===== config.mk =====
export PLATFORM = sky130hd
export DESIGN_NAME = btnp_top
export DESIGN_NICKNAME = d
export VERILOG_FILES = /design/src/rtl/btnp_pkg.sv /design/src/rtl/btnp_baseline.sv /design/src/rtl/btnp_top.sv
export SDC_FILE = /design/constraint.sdc
export NUM_CORES = 2
export LEC_CHECK = 0
export BUFFER_PORTS_ARGS = -buffer_cell sky130_fd_sc_hd__buf_4
export CAP_MARGIN = 15
export CORE_AREA = 3 3 301 303
export CTS_CLUSTER_SIZE = 20
export DETAILED_ROUTE_END_ITERATION = 12
export DIE_AREA = 0 0 304 306
export PLACE_DENSITY = 0.79
export REMOVE_ABC_BUFFERS = 1
export SLEW_MARGIN = 40
export SYNTH_ARGS = -nofsm -noshare
export SYNTH_HDL_FRONTEND = slang
export SYNTH_SLANG_ARGS = --single-unit

===== constraint.sdc =====
create_clock -name sys_clk -period 35.7 [get_ports sys_clk]
set_input_delay 3.57 -clock sys_clk [delete_from_list [all_inputs] [get_ports sys_clk]]
set_output_delay 3.57 -clock sys_clk [all_outputs]
set_load 0.05 [all_outputs]

===== src/rtl/btnp_pkg.sv =====
// constants and types for the button post-processing block
package btnp_pkg;
  localparam int NCH = 4;
  localparam int DW = 16;
  localparam int FRAC = 8;
  // register offsets
  localparam logic [7:0] REG_STATUS = 8'h00;
  localparam logic [7:0] REG_EN = 8'h0c;
  localparam logic [7:0] REG_INTERRUPT_POLARITY = 8'h11;
  localparam logic [7:0] REG_LP_STEP = 8'h13;
  localparam logic [7:0] REG_NP_STEP = 8'h15;
  localparam logic [7:0] REG_PAUSE_GRP = 8'h16;
  localparam logic [7:0] REG_THRESHOLD_HYSTERESIS = 8'h18;
  localparam logic [7:0] REG_TWIST = 8'h19;
  localparam logic [7:0] REG_COMDEF = 8'h1a;
  localparam logic [7:0] REG_SPD0 = 8'h25;
  localparam logic [7:0] REG_SPD12 = 8'h28;
  localparam logic [7:0] REG_SPD3 = 8'h2b;
  // reset values
  localparam logic [7:0] THRESHOLD_HYSTERESIS_RST = 8'h20;
  localparam logic [7:0] INTERRUPT_POLARITY_RST = 8'h00;
  localparam logic [7:0] EN_RST = 8'h0f;
  localparam logic [7:0] STEP_RST = 8'h03;
  // thresholds
  localparam logic signed [DW+1:0] NOMINAL = 18'sh00080;
  // baseline step divisors, with fractional scale
  localparam int NP_DIV = 72;
  localparam int LP_DIV = 9;
  localparam logic [DW+FRAC-1:0] FIXED_STEP = 24'h000040;
  // status bit positions
  localparam int ST_OUT = 0;
  localparam int ST_ERR = 1;
  localparam int ST_RDY = 2;
  // twist enable bit position
  localparam int TW_EN = 7;
  typedef enum logic [2:0] {
    BTNP_IDLE = 3'b001,
    BTNP_CHAN = 3'b010,
    BTNP_DONE = 3'b100
  } btnp_state_t;
endpackage


===== src/rtl/btnp_baseline.sv =====
`timescale 1ns/1ps
// per-channel baseline tracker with fractional accumulation
module btnp_baseline (
  input wire logic sys_clk,
  input wire logic rst,
  input wire logic step_en,
  input wire logic [btnp_pkg::DW-1:0] meas,
  input wire logic [7:0] idx,
  input wire logic low_power,
  input wire logic cont_samp,
  input wire logic [1:0] speedup,
  input wire logic freeze,
  output logic signed [btnp_pkg::DW+1:0] value
);
  localparam int BW = btnp_pkg::DW + btnp_pkg::FRAC;
  logic [btnp_pkg::DW+btnp_pkg::FRAC-1:0] base_r;
  logic [btnp_pkg::DW+btnp_pkg::FRAC-1:0] step;
  logic [btnp_pkg::DW+btnp_pkg::FRAC-1:0] raw;
  logic [btnp_pkg::DW+btnp_pkg::FRAC-1:0] scaled;
  logic [btnp_pkg::DW+btnp_pkg::FRAC-1:0] target;
  logic [4:0] sh;
  logic neg;

  assign target = {meas, {btnp_pkg::FRAC{1'b0}}};
  // processed value: measurement minus integer part of baseline
  assign value = $signed({2'b00, meas}) -
    $signed({2'b00, base_r[btnp_pkg::DW+btnp_pkg::FRAC-1:btnp_pkg::FRAC]});
  assign neg = value < 0;
  assign sh = (idx[4:0] > 5'd14) ? 5'd14 : idx[4:0];

  // step = 2^idx / div, in units of 1/2^FRAC
  always_comb begin
    raw = '0;
    raw[btnp_pkg::FRAC +: 15] = 15'h0001 << sh;
    if (cont_samp) begin
      step = btnp_pkg::FIXED_STEP;
    end else if (low_power) begin
      step = BW'(raw / btnp_pkg::LP_DIV);
    end else begin
      step = BW'(raw / btnp_pkg::NP_DIV);
    end
    if (step == '0) begin
      step = 24'h000001;
    end
    case (speedup)
      2'b01: scaled = step << 2;
      2'b10: scaled = step << 3;
      2'b11: scaled = step << 4;
      default: scaled = step;
    endcase
    if (!neg) begin
      scaled = step;
    end
  end

  always_ff @(posedge sys_clk) begin
    if (rst) begin
      base_r <= '0;
    end else if (step_en && !freeze) begin
      if (base_r + scaled <= target && base_r < target) begin
        base_r <= base_r + scaled;
      end else if (base_r > target + scaled) begin
        base_r <= base_r - scaled;
      end else begin
        base_r <= target;
      end
    end
  end
endmodule


===== src/rtl/btnp_top.sv =====
`timescale 1ns/1ps
// button detection post-processing: thresholds, baseline, filters, irq
module btnp_top #(
  parameter int NCH = btnp_pkg::NCH
) (
  input wire logic sys_clk,
  input wire logic rst,
  input wire logic window_done,
  input wire logic [NCH*btnp_pkg::DW-1:0] meas,
  input wire logic raw_mode,
  input wire logic error_evt,
  input wire logic continuous_sampling_select,
  input wire logic power_mode_pin,
  input wire logic reg_wr,
  input wire logic reg_rd,
  input wire logic [7:0] reg_addr,
  input wire logic [7:0] reg_wdata,
  output logic [7:0] reg_rdata,
  output logic [NCH-1:0] button_output_pin,
  output logic irq_pin
);
  // pin-level inputs synchronised
  logic [1:0] pm_sync_r;
  logic [1:0] win_sync_r;
  logic win_last_r;
  logic tick;
  logic low_power;

  logic [7:0] status_r;
  logic [7:0] en_r;
  logic [7:0] interrupt_polarity_r;
  logic [7:0] lp_step_r;
  logic [7:0] np_step_r;
  logic [7:0] pause_grp_r;
  logic [7:0] threshold_hysteresis_r;
  logic [7:0] twist_r;
  logic [7:0] comdef_r;
  logic [7:0] spd0_r;
  logic [7:0] spd12_r;
  logic [7:0] spd3_r;

  logic [NCH-1:0] pressed_r;
  logic [NCH-1:0] pressed_nxt;
  logic [NCH-1:0] out_r;
  logic irq_r;
  logic [2:0] ch_r;
  btnp_pkg::btnp_state_t state_r;

  logic signed [btnp_pkg::DW+1:0] value [NCH];
  logic [1:0] speed [NCH];
  logic signed [btnp_pkg::DW+1:0] thr_on;
  logic signed [btnp_pkg::DW+1:0] thr_off;
  logic signed [btnp_pkg::DW+1:0] twist_lim;
  logic twisted;
  logic [NCH-1:0] cand;
  logic [NCH-1:0] filt;

  always_ff @(posedge sys_clk) begin
    if (rst) begin
      pm_sync_r <= 2'b00;
      win_sync_r <= 2'b00;
      win_last_r <= 1'b0;
    end else begin
      pm_sync_r <= {pm_sync_r[0], power_mode_pin};
      win_sync_r <= {win_sync_r[0], window_done};
      win_last_r <= win_sync_r[1];
    end
  end
  assign tick = win_sync_r[1] && !win_last_r;
  assign low_power = !pm_sync_r[1];

  assign speed[0] = spd0_r[1:0];
  assign speed[1] = spd12_r[1:0];
  assign speed[2] = spd12_r[5:4];
  assign speed[3] = spd3_r[1:0];

  genvar g;
  generate
    for (g = 0; g < NCH; g++) begin : g_ch
      btnp_baseline u_base (
        .sys_clk(sys_clk),
        .rst(rst),
        // tracking skipped in raw mode and for disabled channels
        .step_en(tick && !raw_mode && en_r[g]),
        .meas(meas[g*btnp_pkg::DW +: btnp_pkg::DW]),
        .idx(low_power ? lp_step_r : np_step_r),
        .low_power(low_power),
        .cont_samp(continuous_sampling_select && !low_power),
        .speedup(speed[g % 4]),
        .freeze(pause_grp_r[g] && out_r[g]),
        .value(value[g])
      );
    end
  endgenerate

  assign thr_on = btnp_pkg::NOMINAL + $signed({10'h000, threshold_hysteresis_r});
  assign thr_off = btnp_pkg::NOMINAL - $signed({10'h000, threshold_hysteresis_r});
  assign twist_lim = -$signed({11'h000, twist_r[6:0]});

  // hysteresis comparison and anti-twist
  always_comb begin
    twisted = 1'b0;
    for (int i = 0; i < NCH; i++) begin
      if (en_r[i] && value[i] < twist_lim) begin
        twisted = 1'b1;
      end
    end
    if (!twist_r[btnp_pkg::TW_EN]) begin
      twisted = 1'b0;
    end
    for (int i = 0; i < NCH; i++) begin
      if (!en_r[i]) begin
        cand[i] = 1'b0;
      end else if (pressed_r[i]) begin
        cand[i] = value[i] > thr_off;
      end else begin
        cand[i] = (value[i] >= thr_on) && !twisted;
      end
    end
  end

  // group filters: anti-common drops the higher-numbered members of a group whose values lie within
  // hysteresis of another; anti-deform drops the weaker members; max-win keeps the strongest only
  always_comb begin
    filt = cand;
    for (int i = 0; i < NCH; i++) begin
      for (int j = 0; j < NCH; j++) begin
        if (i != j && cand[i] && cand[j]) begin
          if (comdef_r[i] && comdef_r[j] && value[j] < value[i] +
              $signed({10'h000, threshold_hysteresis_r}) && value[i] < value[j] +
              $signed({10'h000, threshold_hysteresis_r}) && j < i) begin
            filt[i] = 1'b0;
          end
          if (comdef_r[4+i] && comdef_r[4+j] && value[j] > value[i]) begin
            filt[i] = 1'b0;
          end
          if (pause_grp_r[4+i] && pause_grp_r[4+j] &&
              (value[j] > value[i] || (value[j] == value[i] && j < i))) begin
            filt[i] = 1'b0;
          end
        end
      end
    end
  end

  // channel walk once per window, in channel order
  always_ff @(posedge sys_clk) begin
    if (rst) begin
      state_r <= btnp_pkg::BTNP_IDLE;
      ch_r <= 3'h0;
      pressed_nxt <= '0;
    end else begin
      case (state_r)
        btnp_pkg::BTNP_IDLE: begin
          if (tick) begin
            state_r <= btnp_pkg::BTNP_CHAN;
            ch_r <= 3'h0;
          end
        end
        btnp_pkg::BTNP_CHAN: begin
          pressed_nxt[ch_r[1:0]] <= filt[ch_r[1:0]];
          if (ch_r == 3'(NCH - 1)) begin
            state_r <= btnp_pkg::BTNP_DONE;
          end
          ch_r <= ch_r + 3'h1;
        end
        btnp_pkg::BTNP_DONE: begin
          state_r <= btnp_pkg::BTNP_IDLE;
        end
        default: state_r <= btnp_pkg::BTNP_IDLE;
      endcase
    end
  end

  // outputs update together at the window end
  always_ff @(posedge sys_clk) begin
    if (rst) begin
      pressed_r <= '0;
      out_r <= '0;
    end else if (state_r == btnp_pkg::BTNP_DONE) begin
      pressed_r <= raw_mode ? '0 : pressed_nxt;
      out_r <= raw_mode ? '0 : pressed_nxt;
    end
  end
  assign button_output_pin = out_r;

  // status flags: set wins over the read clear
  always_ff @(posedge sys_clk) begin
    if (rst) begin
      status_r <= 8'h00;
    end else begin
      if (reg_rd && reg_addr == btnp_pkg::REG_STATUS) begin
        status_r <= 8'h00;
      end
      if (state_r == btnp_pkg::BTNP_DONE && !raw_mode &&
          |pressed_nxt && !(|pressed_r)) begin
        status_r[btnp_pkg::ST_OUT] <= 1'b1;
      end
      if (error_evt) begin
        status_r[btnp_pkg::ST_ERR] <= 1'b1;
      end
      if (state_r == btnp_pkg::BTNP_DONE && raw_mode) begin
        status_r[btnp_pkg::ST_RDY] <= 1'b1;
      end
    end
  end

  // level irq: any pressed button, pending error or raw data ready
  always_ff @(posedge sys_clk) begin
    if (rst) begin
      irq_r <= 1'b0;
    end else begin
      irq_r <= (|pressed_r) || status_r[btnp_pkg::ST_ERR] || error_evt ||
        (raw_mode && status_r[btnp_pkg::ST_RDY]);
    end
  end
  // active low unless polarity bit set
  always_ff @(posedge sys_clk) begin
    if (rst) begin
      irq_pin <= 1'b1;
    end else begin
      irq_pin <= interrupt_polarity_r[0] ? irq_r : !irq_r;
    end
  end

  // register writes
  always_ff @(posedge sys_clk) begin
    if (rst) begin
      en_r <= btnp_pkg::EN_RST;
      interrupt_polarity_r <= btnp_pkg::INTERRUPT_POLARITY_RST;
      lp_step_r <= btnp_pkg::STEP_RST;
      np_step_r <= btnp_pkg::STEP_RST;
      pause_grp_r <= 8'h00;
      threshold_hysteresis_r <= btnp_pkg::THRESHOLD_HYSTERESIS_RST;
      twist_r <= 8'h00;
      comdef_r <= 8'h00;
      spd0_r <= 8'h00;
      spd12_r <= 8'h00;
      spd3_r <= 8'h00;
    end else if (reg_wr) begin
      case (reg_addr)
        btnp_pkg::REG_EN: en_r <= reg_wdata;
        btnp_pkg::REG_INTERRUPT_POLARITY: interrupt_polarity_r <= reg_wdata;
        btnp_pkg::REG_LP_STEP: lp_step_r <= reg_wdata;
        btnp_pkg::REG_NP_STEP: np_step_r <= reg_wdata;
        btnp_pkg::REG_PAUSE_GRP: pause_grp_r <= reg_wdata;
        btnp_pkg::REG_THRESHOLD_HYSTERESIS: threshold_hysteresis_r <= reg_wdata;
        btnp_pkg::REG_TWIST: twist_r <= reg_wdata;
        btnp_pkg::REG_COMDEF: comdef_r <= reg_wdata;
        btnp_pkg::REG_SPD0: spd0_r <= reg_wdata;
        btnp_pkg::REG_SPD12: spd12_r <= reg_wdata;
        btnp_pkg::REG_SPD3: spd3_r <= reg_wdata;
        default: ;
      endcase
    end
  end

  // register reads, registered; unmapped reads as zero
  always_ff @(posedge sys_clk) begin
    if (rst) begin
      reg_rdata <= 8'h00;
    end else if (reg_rd) begin
      case (reg_addr)
        btnp_pkg::REG_STATUS: reg_rdata <= status_r;
        btnp_pkg::REG_EN: reg_rdata <= en_r;
        btnp_pkg::REG_INTERRUPT_POLARITY: reg_rdata <= interrupt_polarity_r;
        btnp_pkg::REG_LP_STEP: reg_rdata <= lp_step_r;
        btnp_pkg::REG_NP_STEP: reg_rdata <= np_step_r;
        btnp_pkg::REG_PAUSE_GRP: reg_rdata <= pause_grp_r;
        btnp_pkg::REG_THRESHOLD_HYSTERESIS: reg_rdata <= threshold_hysteresis_r;
        btnp_pkg::REG_TWIST: reg_rdata <= twist_r;
        btnp_pkg::REG_COMDEF: reg_rdata <= comdef_r;
        btnp_pkg::REG_SPD0: reg_rdata <= spd0_r;
        btnp_pkg::REG_SPD12: reg_rdata <= spd12_r;
        btnp_pkg::REG_SPD3: reg_rdata <= spd3_r;
        default: reg_rdata <= 8'h00;
      endcase
    end
  end
endmodule


==> flow_summary.ini <==
[status]
status = finished, final reports clean

[logic_synthesis]
ys_seq_area_frac = 0.08216
syn_avg_cell_area_um2 = 7.206
ys_seq_elements = 216
yosysWarnings = 0
synth_top_flop_cell = dfxtp_1
ys_async_sr_fraction = 0
syn_area_mm2 = 0.05263
synth-edff-count = 0
syn_inst = 7304
yosysUniqueCellTypes = 132

[finish]
final_layout_size_suffix_gt1_frac = 0.09540
layout_commonest_cell = ha_1
largest_register = g_ch.u_base.base_r
layout_common_cells = ha_1 (1,053), a21oi_1 (741), nor2_1 (688), nand2_1 (544), inv_1 (529)
fin_util = 0.6547
nets = 8632
largest_reg_flops = 96
area_growth_pct = 9.761

[clock_network]
clockRootBuffer = clkbuf_16
cts_buffers = 29
tritoncts = done
cts_hold_buf = 0
cts_buffer_depth = 3
htreeDepth = 1
clock-sinks = 216
clk_pin_slew_ns = 0.07
clock_latency_ns = 0.60

[setup_path]
worstPathMaxFanout = 19
end_kind = flip-flop
crit_path_max_incr_delay_ns = 0.49
cp.arrival_ns = 34.22
crit_family = compound AO/OA/AOI/OAI gates
start_kind = flip-flop
cpMaxStageDelayCell = or4b_4
path_common_cell = ha_1
crit_type = reg2reg
crit_buf_inv = 14
required_ns = 36.16

[place]
io_buffers = 101
place_congestion = 1.006
hpwl_mm = 150.4

[routing]
drt_pre_antenna_iters = 6
totalWireLength_mm = 190.3
wl_per_cell_um = 22.00
drc = 0
first_iter_violations = 6535
vias_per_cell = 6.609
vias = 57170
ant_nets = 0

[floorplan]
fp-row-count = 109
ios = 102
die_w_um = 304
start_util = 0.5965
fp.dieArea_mm2 = 0.09302
core-area_mm2 = 0.08824
die_h_um = 306

[global_routing]
grt_pass1_wl_mm = 295.1
grt-ovfl-total = 0
grt_start_max_net_pins = 85
grt_pass1_vias = 53180
antenna_found_initial = 3
grt_usage = 0.3858

[sta]
setup_viol = 0
fin_crit_sh = 0.9456
hold_slack_ns = 0.4551
drv_slew = 0
hold_viol_final = 0
slew_headroom = 0.3823
clock.fmax_mhz = 29.62
fin_crit_ns = 33.76
worst_pin_slew_ns = 0.9168
skew_ns = 0.02859

[flow_run]
drv_cap = 0

[worst_hold_path]
hold_class = reg2reg
layer usage:
| metal | global-route usage | share of wire | vias up |
|---|---|---|---|
| met5 | 0 | 0.000084 | - |
| met4 | 0.1880 | 0.056 | 2 |
| met3 | 0.04752 | 0.089 | 588 |
| met2 | 0.6332 | 0.44 | 2822 |
| met1 | 0.5015 | 0.41 | 26680 |
| li1 | - | - | 27080 |
synth_stat cells (22+ instances only):
cell      count  share of area
mux2i_1      66          0.013
o21ai_0     404          0.038
o211ai_1     71          0.010
o21a_1       54         0.0077
inv_1       532          0.038
and2_1       36         0.0043
o221ai_1     26         0.0043
a22oi_1      34         0.0048
xor2_1       95          0.016
nor4_1       46         0.0055
a211oi_1    115          0.016
a31oi_1      61         0.0073
xnor2_1     294          0.049
a21o_1      173          0.025
and3_1       54         0.0064
nand2_1     548          0.039
nand3_1     218          0.021
a221oi_1     50         0.0083
nor2_1      703          0.050
o31ai_1      28         0.0040
a21oi_1     759          0.072
or2_2        22         0.0026
o22ai_1      56         0.0067
nor3_1      143          0.014
dfxtp_1     216          0.082
clkbuf_1    221          0.016
o21bai_1    157          0.022
o221a_2      23         0.0049
nand2b_1    170          0.020
a311oi_1     28         0.0047
or3_1        49         0.0058
nor2b_1     150          0.018
nand4_1     102          0.012
ha_1       1059           0.25
a211o_1      29         0.0048
final timing paths:
path	start	endpoint	slack, ns	depth (start not counted)
setup / recovery	lp_step_r[4]	g_ch[2].u_base.base_r[5]	1.94	176
hold / removal	win_sync_r[0]	win_sync_r[1]	0.46	1
setup reg to reg	lp_step_r[4]	g_ch[2].u_base.base_r[5]	1.94	176
hold reg to reg	win_sync_r[0]	win_sync_r[1]	0.46	1
stage by stage:
step	instance area [um^2]	instances	setup WS (ns)	TNS [ns]
final	57770	8651	1.943	0
after global routing	57770	8649	-0.2488	-6.302
after CTS	56930	8620	0.02083	0
after detailed placement	55970	8569	-0.6227	-12.33
after global placement	55840	8568	0.07039	0
after floorplan	51550	7036	-3.383	-231.84
cell type report:
class / instances / area, um^2
multi-input cells: 6285 / 46000
clock inverters: 8 / 95.09
repair buffers: 395 / 3024
flip-flops and latches: 216 / 4340
fillers: 7953 / 30470
clock buffers: 43 / 808.3
repair inverters: 1 / 8.758
inverters: 536 / 2027
well taps: 1165 / 1458
diodes: 2 / 5.005
repair_timing:
item                                    CTS  global route
endpoints found under the setup margin   44            96
gates cloned                              0             3
buffers inserted                          0            26
gates resized for setup                  12           124
pin swaps                                 0            35
cells by family (layout without fill, tap and decap cells):
logic type                 after synthesis  count (layout)  synth area share
DFF                                    216             216           0.08216
xor gates and xnor gates               390             390           0.06504
buffers and inverters                  804             983           0.05881
AOI/OAI and AO/OA                     2356            2357            0.2959
and+or+nand+nor                       2368            2368            0.2209
adders and majority gates             1079            1079            0.2594
other                                    1               3        0.00007125
muxes                                   90              90           0.01781
Power is left out: the tool's default activity adds up to more than one toggle a clock period on the data nets, which glitch-free logic cannot reach.
